File: src/logic/gvs_pkg.sv
// Shared constants and types for the game video frame sequencer and its host end.
// Operation
// (RQ1) Each 1/60 s frame has five memory slots.
// (RQ2) First slot gives host the shared memory.
// (RQ3) Host may steal whole frames, no picture.
// (RQ4) 192 active lines, 45 of 63.5 us.
// (RQ5) Line blanking processes next line's objects.
// (RQ6) Two pre lines fetch 40 descriptor bytes.
// (RQ7) Descriptors: eight objects, border, background, offsets.
// (RQ8) End of pre lines fetches object dots.
// (RQ9) Interactions held for host after picture.
// (RQ10) Host drives addresses only outside picture.
// (RQ11) Background reads from 000, 20 per line.
// (RQ12) Each card row reread for 16 lines.
// (RQ13) Background word: symbol address plus instruction.
// (RQ14) After each line fetch next object rows.
// (RQ15) Objects and cards merged, objects win.
// (RQ16) Record object/object and object/background coincidences.
// (RQ17) Non-interlaced output with sync and blanking.
// (RQ18) Uniform colour while host prepares game.
// (RQ19) Bus ownership changes at slot boundaries only.
package gvs_pkg;

  // Timing figures in their own units.
  localparam int unsigned CLK_NS        = 10;
  localparam int unsigned FRAME_HZ      = 60;
  localparam int unsigned LINE_NS       = 63500;
  localparam int unsigned ACT_NS        = 45000;
  localparam int unsigned HBL_NS        = 17800;
  localparam int unsigned HFP_NS        = 1500;
  localparam int unsigned HS_NS         = 4700;
  localparam int unsigned FRAME_LINES_I = 1000000000 / (FRAME_HZ * LINE_NS);
  localparam int unsigned HBL_CYC       = HBL_NS / CLK_NS;
  localparam int unsigned HFP_CYC       = HFP_NS / CLK_NS;
  localparam int unsigned HS_CYC        = HS_NS / CLK_NS;
  localparam int unsigned GUARD_CYC     = 2;

  // Line map of one frame: host lines, two pre lines, picture, two post lines.
  localparam logic [8:0] FRAME_LINES = 9'(FRAME_LINES_I);
  localparam logic [8:0] PRE_LINES   = 9'h002;
  localparam logic [8:0] ACT_LINES   = 9'h0c0;
  localparam logic [8:0] POST_LINES  = 9'h002;
  localparam logic [8:0] VS_LINES    = 9'h003;
  localparam logic [8:0] HOST_LINES  = FRAME_LINES - PRE_LINES - ACT_LINES - POST_LINES;
  localparam logic [8:0] FIRST_ACT   = HOST_LINES + PRE_LINES;
  localparam logic [8:0] LAST_ACT    = FIRST_ACT + ACT_LINES - 9'h001;
  localparam logic [8:0] FIRST_POST  = FIRST_ACT + ACT_LINES;

  // Picture geometry and fetch schedule within line blanking.
  localparam int unsigned DESC_WORDS  = 40;
  localparam int unsigned N_OBJ       = 8;
  localparam int unsigned CARDS       = 20;
  localparam int unsigned GROUP_LINES = 16;
  localparam int unsigned DOTS_LINE   = 160;
  localparam logic [12:0] FT_ROM      = 13'h0018;
  localparam logic [12:0] FT_OBJ      = 13'h0030;
  localparam logic [11:0] BG_BASE     = 12'h000;
  localparam logic [11:0] DESC_BASE   = 12'h100;

  // Descriptor byte positions and attribute bits.
  localparam int unsigned DESC_BORDER = 32;
  localparam int unsigned DESC_BGCOL  = 33;
  localparam int unsigned DESC_OFFX   = 34;
  localparam int unsigned DESC_OFFY   = 35;
  localparam int unsigned ATTR_VIS    = 0;
  localparam int unsigned ATTR_HFLIP  = 1;
  localparam int unsigned ATTR_VFLIP  = 2;
  localparam int unsigned ATTR_COL    = 3;

  // Host register offsets and interrupt bits.
  localparam logic [7:0] REG_CTRL   = 8'h00;
  localparam logic [7:0] REG_STATUS = 8'h04;
  localparam logic [7:0] REG_ISTAT  = 8'h08;
  localparam logic [7:0] REG_IMASK  = 8'h0c;
  localparam logic [7:0] REG_MADDR  = 8'h10;
  localparam logic [7:0] REG_MWDATA = 8'h14;
  localparam logic [7:0] REG_MCMD   = 8'h18;
  localparam logic [7:0] REG_MRDATA = 8'h1c;
  localparam logic [7:0] REG_COLL   = 8'h20;
  localparam int unsigned IRQ_WIN   = 0;
  localparam int unsigned IRQ_COLL  = 1;
  localparam int unsigned IRQ_DONE  = 2;

  typedef enum logic [2:0] {
    SL_HOST = 3'h0,
    SL_PRE  = 3'h1,
    SL_ACT  = 3'h2,
    SL_HBL  = 3'h3,
    SL_POST = 3'h4
  } gvs_slot_t;

  typedef logic [DESC_WORDS-1:0][7:0] gvs_desc_t;

endpackage

File: src/logic/gvs_bus_if.sv
// Shared memory, symbol ROM and slot signalling between graphics end and host end.
`timescale 1ns/1ps
interface gvs_bus_if;
  import gvs_pkg::*;

  logic [11:0] dev_addr;
  logic        dev_oe;
  logic [11:0] host_addr;
  logic        host_oe;
  logic [15:0] host_wdata;
  logic        host_we;
  logic [15:0] mem_rdata;
  logic [10:0] rom_addr;
  logic [7:0]  rom_data;
  logic        grant;
  gvs_slot_t   slot;
  logic [15:0] coll;
  logic        steal;
  logic [11:0] mem_addr;

  // Address seen by the shared memory: whichever end is driving.
  assign mem_addr = dev_oe ? dev_addr : host_addr;

  modport dev (output dev_addr, dev_oe, rom_addr, grant, slot, coll,
               input mem_rdata, rom_data, steal);
  modport host (output host_addr, host_oe, host_wdata, host_we, steal,
                input grant, slot, coll, mem_rdata);
endinterface

File: src/logic/gvs_video_end.sv
// Graphics end: frame sequencer, descriptor and card fetch, object merge and sync.
//
// Local design decisions: the register addresses and the strobed register port.
`timescale 1ns/1ps
module gvs_video_end
  import gvs_pkg::*;
#(
  parameter int unsigned LINE_CYC   = LINE_NS / CLK_NS,
  parameter int unsigned ACT_CYC    = ACT_NS / CLK_NS,
  parameter logic [3:0]  WASH_COLOR = 4'h1
) (
  gvs_bus_if.dev     bus,
  input  wire logic       clk,
  input  wire logic       rst_b,
  output logic [3:0] video_color,
  output logic       video_sync,
  output logic       video_blank
);

  localparam int unsigned DOT_CYC = ACT_CYC / DOTS_LINE;
  localparam logic [12:0] P_ACT   = 13'(ACT_CYC);
  localparam logic [12:0] P_LAST  = 13'(LINE_CYC - 1);
  localparam logic [12:0] P_GUARD = 13'(LINE_CYC - GUARD_CYC);
  // Sync position scales with the line length, so a shortened line still carries its pulse.
  localparam int unsigned FULL_CYC = LINE_NS / CLK_NS;
  localparam logic [12:0] P_HS0   = 13'(ACT_CYC + HFP_CYC * LINE_CYC / FULL_CYC);
  localparam logic [12:0] P_HS1   = 13'(ACT_CYC + (HFP_CYC + HS_CYC) * LINE_CYC / FULL_CYC);
  localparam logic [12:0] P_HBL   = 13'(HBL_CYC);
  localparam logic [4:0]  P_DOT   = 5'(DOT_CYC - 1);

  typedef struct packed {
    logic [12:0]                 pcnt;
    logic [8:0]                  line;
    logic [7:0]                  dot;
    logic [4:0]                  sub;
    logic                        steal;
    gvs_desc_t                   desc;
    logic [CARDS-1:0][7:0]       bg_card;
    logic [CARDS-1:0][3:0]       bg_attr;
    logic [CARDS-1:0][7:0]       bg_dots;
    logic [N_OBJ-1:0][7:0]       obj_row;
    logic [15:0]                 coll;
    logic [15:0]                 coll_q;
    logic [11:0]                 dev_addr;
    logic                        dev_oe;
    logic [10:0]                 rom_addr;
    logic                        grant;
    gvs_slot_t                   slot;
    logic [3:0]                  color;
    logic                        sync;
    logic                        blank;
  } gvs_dev_state_t;

  gvs_dev_state_t st_reg;
  gvs_dev_state_t st_next;

  // Shared memory address of background card k for picture line na.
  function automatic logic [11:0] card_addr(input logic [8:0] na, input logic [12:0] k);
    logic [11:0] grp;
    grp = 12'(na / 9'(GROUP_LINES));
    return BG_BASE + 12'(grp * 12'(CARDS)) + k[11:0];
  endfunction

  // Dot row of object i that lands on picture line na.
  function automatic logic [7:0] obj_rel(input gvs_desc_t d, input int i, input logic [8:0] na);
    return na[7:0] - d[4*i+1];
  endfunction

  // Reverse a dot row for mirrored objects.
  function automatic logic [7:0] rev8(input logic [7:0] v);
    logic [7:0] r;
    for (int b = 0; b < 8; b++) begin
      r[b] = v[7-b];
    end
    return r;
  endfunction

  // Next-state logic for the whole graphics end.
  always_comb begin
    logic [12:0]      h;
    logic [8:0]       na;
    logic [7:0]       r;
    logic [7:0]       dx;
    logic [7:0]       attr;
    logic [N_OBJ-1:0] hit;
    logic             bg_bit;
    logic             act_line;
    logic             in_pic;
    logic             own;
    logic             fetch_ok;
    logic [3:0]       pix;
    int               idx;
    h        = st_reg.pcnt - P_ACT;
    na       = st_reg.line - FIRST_ACT + 9'h001;
    r        = 8'h00;
    dx       = 8'h00;
    attr     = 8'h00;
    hit      = '0;
    bg_bit   = 1'b0;
    pix      = 4'h0;
    idx      = 0;
    st_next  = st_reg;
    act_line = (st_reg.line >= FIRST_ACT) && (st_reg.line <= LAST_ACT);
    in_pic   = act_line && (st_reg.pcnt < P_ACT) && !st_reg.steal;
    own      = !st_reg.steal && (st_reg.line >= HOST_LINES) && (st_reg.line <= LAST_ACT);
    fetch_ok = own && (st_reg.line >= FIRST_ACT - 9'h001) && (st_reg.line < LAST_ACT);

    // Line and frame counters; every frame is the same set of lines.
    if (st_reg.pcnt == P_LAST) begin // [RQ1] [RQ4] [RQ17]
      st_next.pcnt = 13'h0000;
      st_next.dot  = 8'h00;
      st_next.sub  = 5'h00;
      st_next.line = (st_reg.line == FRAME_LINES - 9'h001) ? 9'h000 : st_reg.line + 9'h001;
    end else begin
      st_next.pcnt = st_reg.pcnt + 13'h0001;
      if (in_pic && st_reg.dot < 8'(DOTS_LINE)) begin
        if (st_reg.sub == P_DOT) begin
          st_next.sub = 5'h00;
          st_next.dot = st_reg.dot + 8'h01;
        end else begin
          st_next.sub = st_reg.sub + 5'h01;
        end
      end
    end

    // The host's request to keep the memory is taken once, ahead of the pre lines.
    if (st_reg.line == HOST_LINES - 9'h001 && st_reg.pcnt == 13'h0000) begin
      st_next.steal = bus.steal; // [RQ3]
    end

    // Descriptor fetch during the first pre line's blanking.
    st_next.dev_addr = 12'h000;
    if (own && st_reg.line == HOST_LINES && st_reg.pcnt >= P_ACT) begin // [RQ6] [RQ7]
      if (h < 13'(DESC_WORDS)) begin
        st_next.dev_addr = DESC_BASE + h[11:0];
      end
      if (h >= 13'h0001 && h <= 13'(DESC_WORDS)) begin
        st_next.desc[h - 13'h0001] = bus.mem_rdata[7:0];
      end
    end

    // Card words, card dots and object rows for the next line.
    st_next.rom_addr = 11'h000;
    if (fetch_ok && st_reg.pcnt >= P_ACT && h < P_HBL) begin // [RQ5]
      if (h < 13'(CARDS)) begin
        st_next.dev_addr = card_addr(na, h); // [RQ11] [RQ12]
      end
      if (h >= 13'h0001 && h <= 13'(CARDS)) begin
        st_next.bg_card[h - 13'h0001] = bus.mem_rdata[7:0]; // [RQ13]
        st_next.bg_attr[h - 13'h0001] = bus.mem_rdata[11:8];
      end
      if (h >= FT_ROM && h < FT_ROM + 13'(CARDS)) begin
        st_next.rom_addr = {st_reg.bg_card[h - FT_ROM], na[3:1]}; // [RQ12]
      end
      if (h > FT_ROM && h <= FT_ROM + 13'(CARDS)) begin
        st_next.bg_dots[h - FT_ROM - 13'h0001] = bus.rom_data;
      end
      if (h >= FT_OBJ && h < FT_OBJ + 13'(N_OBJ)) begin // [RQ8] [RQ14]
        idx  = int'(h - FT_OBJ);
        r    = obj_rel(st_reg.desc, idx, na);
        attr = st_reg.desc[4*idx+3];
        st_next.rom_addr = {st_reg.desc[4*idx+2], attr[ATTR_VFLIP] ? ~r[2:0] : r[2:0]};
      end
      if (h > FT_OBJ && h <= FT_OBJ + 13'(N_OBJ)) begin
        idx  = int'(h - FT_OBJ) - 1;
        r    = obj_rel(st_reg.desc, idx, na);
        attr = st_reg.desc[4*idx+3];
        st_next.obj_row[idx] = 8'h00;
        if (attr[ATTR_VIS] && r < 8'h08) begin
          st_next.obj_row[idx] = attr[ATTR_HFLIP] ? rev8(bus.rom_data) : bus.rom_data;
        end
      end
    end

    // Flags start clear with the first picture line; a hit in that cycle still counts.
    if (st_reg.line == FIRST_ACT && st_reg.pcnt == 13'h0000) begin
      st_next.coll = 16'h0000;
    end

    // Dot merge: background first, objects over it, lowest object on top.
    if (in_pic && st_reg.dot < 8'(DOTS_LINE)) begin
      bg_bit = st_reg.bg_dots[st_reg.dot[7:3]][3'h7 - st_reg.dot[2:0]];
      pix    = bg_bit ? st_reg.bg_attr[st_reg.dot[7:3]] : st_reg.desc[DESC_BGCOL][3:0];
      if (st_reg.dot < st_reg.desc[DESC_OFFX]) begin
        pix = st_reg.desc[DESC_BORDER][3:0];
      end
      for (int i = 0; i < N_OBJ; i++) begin
        dx     = st_reg.dot - st_reg.desc[4*i];
        hit[i] = (dx < 8'h08) && st_reg.obj_row[i][3'h7 - dx[2:0]];
      end
      for (int i = N_OBJ - 1; i >= 0; i--) begin
        if (hit[i]) begin
          attr = st_reg.desc[4*i+3];
          pix  = attr[ATTR_COL+3:ATTR_COL]; // [RQ15]
        end
      end
      for (int i = 0; i < N_OBJ; i++) begin
        if (hit[i] && ((hit & ~(N_OBJ'(1) << i)) != '0)) begin
          st_next.coll[i] = 1'b1; // [RQ16]
        end
        if (hit[i] && bg_bit) begin
          st_next.coll[N_OBJ + i] = 1'b1; // [RQ16]
        end
      end
    end

    // Interaction flags are frozen for the host as the post lines begin.
    if (st_reg.line == FIRST_POST && st_reg.pcnt == 13'h0000) begin
      st_next.coll_q = st_reg.coll; // [RQ9]
    end

    // Video outputs; a stolen frame shows one flat colour.
    st_next.blank = !(act_line && st_reg.pcnt < P_ACT); // [RQ17]
    st_next.color = (st_reg.steal && !st_next.blank) ? WASH_COLOR :
                    (in_pic ? pix : 4'h0); // [RQ18]
    st_next.sync  = ((st_reg.pcnt >= P_HS0) && (st_reg.pcnt < P_HS1)) ^
                    (st_reg.line < VS_LINES); // [RQ17]

    // Slot and ownership; the host loses its grant just before the pre lines.
    if (st_reg.steal || st_reg.line < HOST_LINES) begin
      st_next.slot = SL_HOST; // [RQ2]
    end else if (st_reg.line < FIRST_ACT) begin
      st_next.slot = SL_PRE;
    end else if (st_reg.line <= LAST_ACT) begin
      st_next.slot = (st_reg.pcnt < P_ACT) ? SL_ACT : SL_HBL;
    end else begin
      st_next.slot = SL_POST;
    end
    st_next.dev_oe = own; // [RQ19]
    st_next.grant  = !own && !(st_reg.line == HOST_LINES - 9'h001 &&
                               st_reg.pcnt >= P_GUARD && !st_reg.steal); // [RQ19] [RQ10]
  end

  // State register.
  always_ff @(posedge clk or negedge rst_b) begin
    if (!rst_b) begin
      st_reg <= '0;
    end else begin
      st_reg <= st_next;
    end
  end

  assign bus.dev_addr  = st_reg.dev_addr;
  assign bus.dev_oe    = st_reg.dev_oe;
  assign bus.rom_addr  = st_reg.rom_addr;
  assign bus.grant     = st_reg.grant;
  assign bus.slot      = st_reg.slot;
  assign bus.coll      = st_reg.coll_q;
  assign video_color   = st_reg.color;
  assign video_sync    = st_reg.sync;
  assign video_blank   = st_reg.blank;

endmodule

File: src/flat_wrapper.sv
// flat-port wrapper written by rule: the top's interface ports become plain ports
module gvs_video_end_flat import gvs_pkg::*;
#(
  parameter int unsigned LINE_CYC   = LINE_NS / CLK_NS,
  parameter int unsigned ACT_CYC    = ACT_NS / CLK_NS,
  parameter logic [3:0]  WASH_COLOR = 4'h1
)
  (clk, rst_b, video_color, video_sync, video_blank, bus_dev_addr, bus_dev_oe, bus_rom_addr, bus_grant, bus_slot, bus_coll, bus_mem_rdata, bus_rom_data, bus_steal);
  gvs_bus_if bus_i ();
  input  wire logic clk;
  input  wire logic rst_b;
  output logic [3:0] video_color;
  output logic video_sync;
  output logic video_blank;
  output wire logic [$bits(bus_i.dev_addr)-1:0] bus_dev_addr;
  output wire logic [$bits(bus_i.dev_oe)-1:0] bus_dev_oe;
  output wire logic [$bits(bus_i.rom_addr)-1:0] bus_rom_addr;
  output wire logic [$bits(bus_i.grant)-1:0] bus_grant;
  output wire logic [$bits(bus_i.slot)-1:0] bus_slot;
  output wire logic [$bits(bus_i.coll)-1:0] bus_coll;
  input wire logic [$bits(bus_i.mem_rdata)-1:0] bus_mem_rdata;
  input wire logic [$bits(bus_i.rom_data)-1:0] bus_rom_data;
  input wire logic [$bits(bus_i.steal)-1:0] bus_steal;
  assign bus_dev_addr = bus_i.dev_addr;
  assign bus_dev_oe = bus_i.dev_oe;
  assign bus_rom_addr = bus_i.rom_addr;
  assign bus_grant = bus_i.grant;
  assign bus_slot = bus_i.slot;
  assign bus_coll = bus_i.coll;
  assign bus_i.mem_rdata = bus_mem_rdata;
  assign bus_i.rom_data = bus_rom_data;
  assign bus_i.steal = bus_steal;
  gvs_video_end #(.LINE_CYC(LINE_CYC), .ACT_CYC(ACT_CYC), .WASH_COLOR(WASH_COLOR)) u_core (.bus(bus_i), .clk(clk), .rst_b(rst_b), .video_color(video_color), .video_sync(video_sync), .video_blank(video_blank));
endmodule
File: config.mk
export PLATFORM = sky130hd
export DESIGN_NAME = gvs_video_end_flat
export DESIGN_NICKNAME = d
export VERILOG_FILES = /design/src/logic/gvs_pkg.sv /design/src/logic/gvs_bus_if.sv /design/src/logic/gvs_video_end.sv /design/src/flat_wrapper.sv
export SDC_FILE = /design/constraint.sdc
export NUM_CORES = 2
export LEC_CHECK = 0
export BUFFER_PORTS_ARGS = -buffer_cell sky130_fd_sc_hd__buf_2
export CORE_MARGIN = 5
export CORE_UTILIZATION = 57
export DETAILED_ROUTE_END_ITERATION = 10
export PLACE_DENSITY_LB_ADDON = 0.08
export SKIP_CTS_REPAIR_TIMING = 1
export SLEW_MARGIN = 20
export SYNTH_ARGS = -nofsm -noshare
export SYNTH_HDL_FRONTEND = slang
export SYNTH_SLANG_ARGS = --single-unit
File: constraint.sdc
create_clock -name clk -period 6.79 [get_ports clk]
set_clock_uncertainty 0.15 [all_clocks]
set_input_delay 1.358 -clock clk [delete_from_list [all_inputs] [get_ports clk]]
set_output_delay 1.358 -clock clk [all_outputs]
set_load 0.01 [all_outputs]
After elaboration in Yosys (flattened, before gate mapping)

Cells that the tools add are included.
W data, S select, Z words.

Add/subtract/negate cells: 38
Multipliers: 1
Mux-type cells: 105
Bitwise logic cells: 4
$lt $le $gt $ge: 61
Reduce and logical (&&, ||, !) cells: 76
Eq/ne operators: 7

Operators with widths:

| operator                | count |
|---|---|
| $bwmux W160             | 2 |
| $bwmux W320             | 1 |
| $bmux W8 S6             | 5 |
| $lt A32 B8 Y1 const B   | 5 |
| $add A32 B3 Y32 const B | 3 |
| $mux W8                 | 12 |
| $bmux W8 S5             | 2 |
| $bwmux W80              | 1 |
| $demux W8 S5            | 2 |
| $lt A13 B6 Y1 const B   | 6 |
| $lt A8 B4 Y1 const B    | 9 |
| $sub A8 B8 Y8           | 9 |
| $add A32 B2 Y32 const B | 2 |
| $and A64 B64 Y64        | 1 |
| $bwmux W64              | 1 |
| $mux W64                | 1 |
| $not A64 Y64            | 1 |
| $reduce_bool A8 Y1      | 8 |
| $mux W4                 | 15 |
| $logic_and A1 B1 Y1     | 55 |
| $demux W8 S6            | 1 |
| $mux W12                | 4 |
| $ge A13 B1 Y1 const B   | 3 |
| $ge A13 B13 Y1 const B  | 3 |
| 59 further kinds        | 140 |

Bits in registers: 886
Output and inout bits: 50
Bits of input ports: 27

Depth between registers and ports, before layout

Depth after elaboration: 17
Gate-level depth with buffers: 25
Depth with buffers taken out: 20

Worst setup path before layout

No wires, ideal clock.

Kind: reg2reg
From: reg u_core.st_reg[874] in the netlist's numbering
To: reg with a tool-made name
Stages on the path, launching flop included: 25
Slack: 441 ps
Data arrival time: 6134 ps
Required time: 6575 ps
Buffers on the path: 7
Period minus slack after synthesis: 6349 ps
Library setup time: 65 ps
Cell sequence: dfrtp_1 clkbuf_1 buf_1 buf_1 inv_1 clkbuf_1 ha_1 xnor2_1 buf_1 clkbuf_1 buf_1 mux2i_1 mux4_2 o21ai_0 o21ai_0 ha_1 nand2_1 nand2_1 a21o_1 a211oi_1 xnor2_1 xnor2_1 o2111ai_1 nor2_1 mux2_2

RTL lines:

| element                | RTL line             | source |
|---|---|---|
| start, declared        | gvs_video_end.sv:54  | `gvs_dev_state_t st_reg;` |
| start signal, assigned | gvs_video_end.sv:239 | `st_reg <= st_next;` |

==> reports/qor.yml <==
port_buffers: 72
syn_inst: 3503
p_sw_mw: 2.55
status: "finished, final reports clean"
arrival_ns: 6.81
clock_power_share_pct: 47.5
grt_start_max_net_pins: 161
vias: 28800
htreeDepth: 3
hp-class: "reg2reg"
drt_iter0_drc: 1871
worstSkewPairLatency_ns: 0.68
dr.pass1.iters: 5
powerDensity_nw_per_um2: 232
ys_seq_elements: 856
clock_sinks: 856
core_um2: 77200
grt_pass1_vias: 30300
cts_tree: "yes"
drive_gt1_share_pct: 35.3
fin_crit_ns: 6.37
async_flop_share_pct: 100
crit_fanout: 37
grt_overflow: 0
seqPwrFrac_pct: 47.5
ir_drop_uv: 251
synth_top_cell_area_share_pct: 48.4
crit_required_ns: 7.23
min_path_cells: 1
yosys_warnings: 0
antenna_found_initial: 3
power_leakage_nw: 21.3
rsz0062_at_grt: "no"
synth-main-ff-cell: "dfrtp_1"
fp.dieH_um: 289
grt_pass1_wl_um: 181000
min_period_over_period_pct: 93.8
hold_violations: 0
cts_buffer_depth: 3
drc_errors: 0
gp_congestion: 0.913
synth_top_cells_by_area: "dfrtp_1 (48%), mux2_2 (19%), mux4_2 (6.9%), ha_1 (3.2%), nand2_1 (1.9%)"
clk_pin_slew_worst_paths_ns: 0.06
nets: 3616
maxCapViolations: 0
p_int_mw: 8.73
wl_um: 116000
drtAntennaViolNets: 0
cts_buffers: 91
io_pins: 77
synth-edff-count: 0
maxSlewViolCount: 0
largest_reg_flops: 742
worstSetupEndpointType: "flop"
synth-seq-area-share_pct: 48.4
grt.total_usage_pct: 28.1
initial_core_util_pct: 57.4
yosysTopAreaCell: "dfrtp_1"
synth.cell_area_um2: 44300
tns_ns: 0
worstMarginPinSlew_ns: 1.18
slew_headroom_pct: 20.8
die_w_um: 289
p_sw_share_pct: 22.6
fin_ws_ns: 0.423
path_class: "reg2reg"
yosys.cell_types.count: 93
setup_viol: 0
die_area_um2: 83400
synth_fp_nets: 3655
start_kind: "flop"
viasPerCell: 6.29
holdWs_ns: 0.336
dp_hpwl_um: 77200
max_freq_mhz: 157
syn2layout_area_growth_pct: 9.71
power_frac_comb_pct: 5.0
r2r_cells: 16
synth.avg_cell_area_um2: 12.6
preCtsSetupSlack_ns: 0.530
ctsRootBufferMaster: "clkbuf_16"
wl_per_cell_um: 25.3
row_count: 102
[per-stage QoR]
| stage | power, mW | utilization, % | instances | instance area (um2) |
|---|---|---|---|---|
| finish | 11.3 | 62.9 | 4585 | 48600 |
| global route | 11.7 | 62.9 | 4582 | 48600 |
| CTS | 11.4 | 62.9 | 4582 | 48600 |
| detailed placement | 6.02 | 58.7 | 4411 | 45300 |
| global placement | 5.98 | 58.7 | 4411 | 45300 |
| floorplan | 5.78 | - | 3503 | 44300 |
[worst paths after layout]
check,from,to,slack [ns]
max reg2reg,u_core.st_reg[875],flop,0.42
max,u_core.st_reg[875],flop,0.42
min reg2reg,u_core.st_reg[266],u_core.st_reg[266],0.34
max in group asynchronous,rst_b,u_core.st_reg[481],4.44
min,u_core.st_reg[266],u_core.st_reg[266],0.34
min in group asynchronous,rst_b,u_core.st_reg[663],0.59
[layout make-up]
cell class	count	area, um2
Clock buffer	126	2610
Inverter	132	495
Tap cell	1040	1300
Fill cell	5963	28600
Sequential cell	856	21400
Timing Repair Buffer	130	846
Antenna cell	3	7.51
Clock inverter	45	658
Multi-Input combinational cell	2253	21200
[Yosys cell counts (all sizes together) (47+ instances only)]
cell,count
mux4,135
nor3,47
xnor2,54
inv,131
buf,89
nand3,54
ha,114
o21ai,72
a21oi,109
mux2,800
dfrtp,856
nand2,221
nor2,147
mux2i,65
clkbuf,173
[per-layer routing]
metal	part of all wire [%]	GRT usage [%]	vias to the layer above	wire, um
met4	3.3	8.98	0	3870
met1	43	38.9	15100	49600
met2	49	46.2	846	56300
met5	0	0	-	0
met3	5.2	4.18	215	6010
li1	-	-	12600	-
[power by group through the flow]
| stage | logic (mW) | registers [mW] | clock network, mW |
|---|---|---|---|
| 2_1_floorplan | 0.354 | 5.42 | 0 |
| 3_3_place_gp | 0.545 | 5.44 | 0 |
| 3_5_place_dp | 0.571 | 5.45 | 0 |
| 4_1_cts | 0.574 | 5.36 | 5.46 |
| 5_1_grt | 0.628 | 5.38 | 5.66 |
| 6_report | 0.565 | 5.36 | 5.36 |
[cell usage in the layout (no fill, tap or decap), drive strengths merged, types with 10 or more instances in the layout]
master	instances
ha	114
mux2i	65
nor2	147
buf	130
dfrtp	856
mux2	800
fa	11
clkinv	22
nor3	47
o21ai	72
o21a	13
or4	10
nand4	14
clkbuf	126
or2	10
a21o	17
xor2	30
a221oi	13
nand2	221
nand2b	11
o22ai	21
nor2b	19
xnor2	54
inv	139
bufinv	13
a22oi	14
nor4	30
a21oi	109
and3	25
a31oi	20
o211ai	12
a211oi	10
and2	15
nand3	54
mux4	135
[worst max-delay path, cell delays in order (launching register included)]
cell	delay [ns]
dfrtp_4	0.42
buf_4	0.50
buf_4	0.60
or3b_2	0.65
xnor2_2	0.62
a221o_1	0.20
o21ai_0	0.08
ha_1	0.36
nand2_1	0.09
nand2_1	0.06
a21o_1	0.18
a211oi_1	0.27
xnor2_1	0.19
xnor2_1	0.17
o2111ai_1	0.53
nor2_1	0.82
mux2_2	0.29
[cell families after synthesis]
family	Yosys count	share of synthesized area (%)
buf+inv	394	3.80
other cells	1	0.00847
compound gates	401	6.11
simple gates	641	7.61
mux	1000	28.7
fa+ha+maj	125	3.72
flops	856	48.4
xor+xnor	85	1.73
Note: power is estimated with default switching activity, not from simulation.
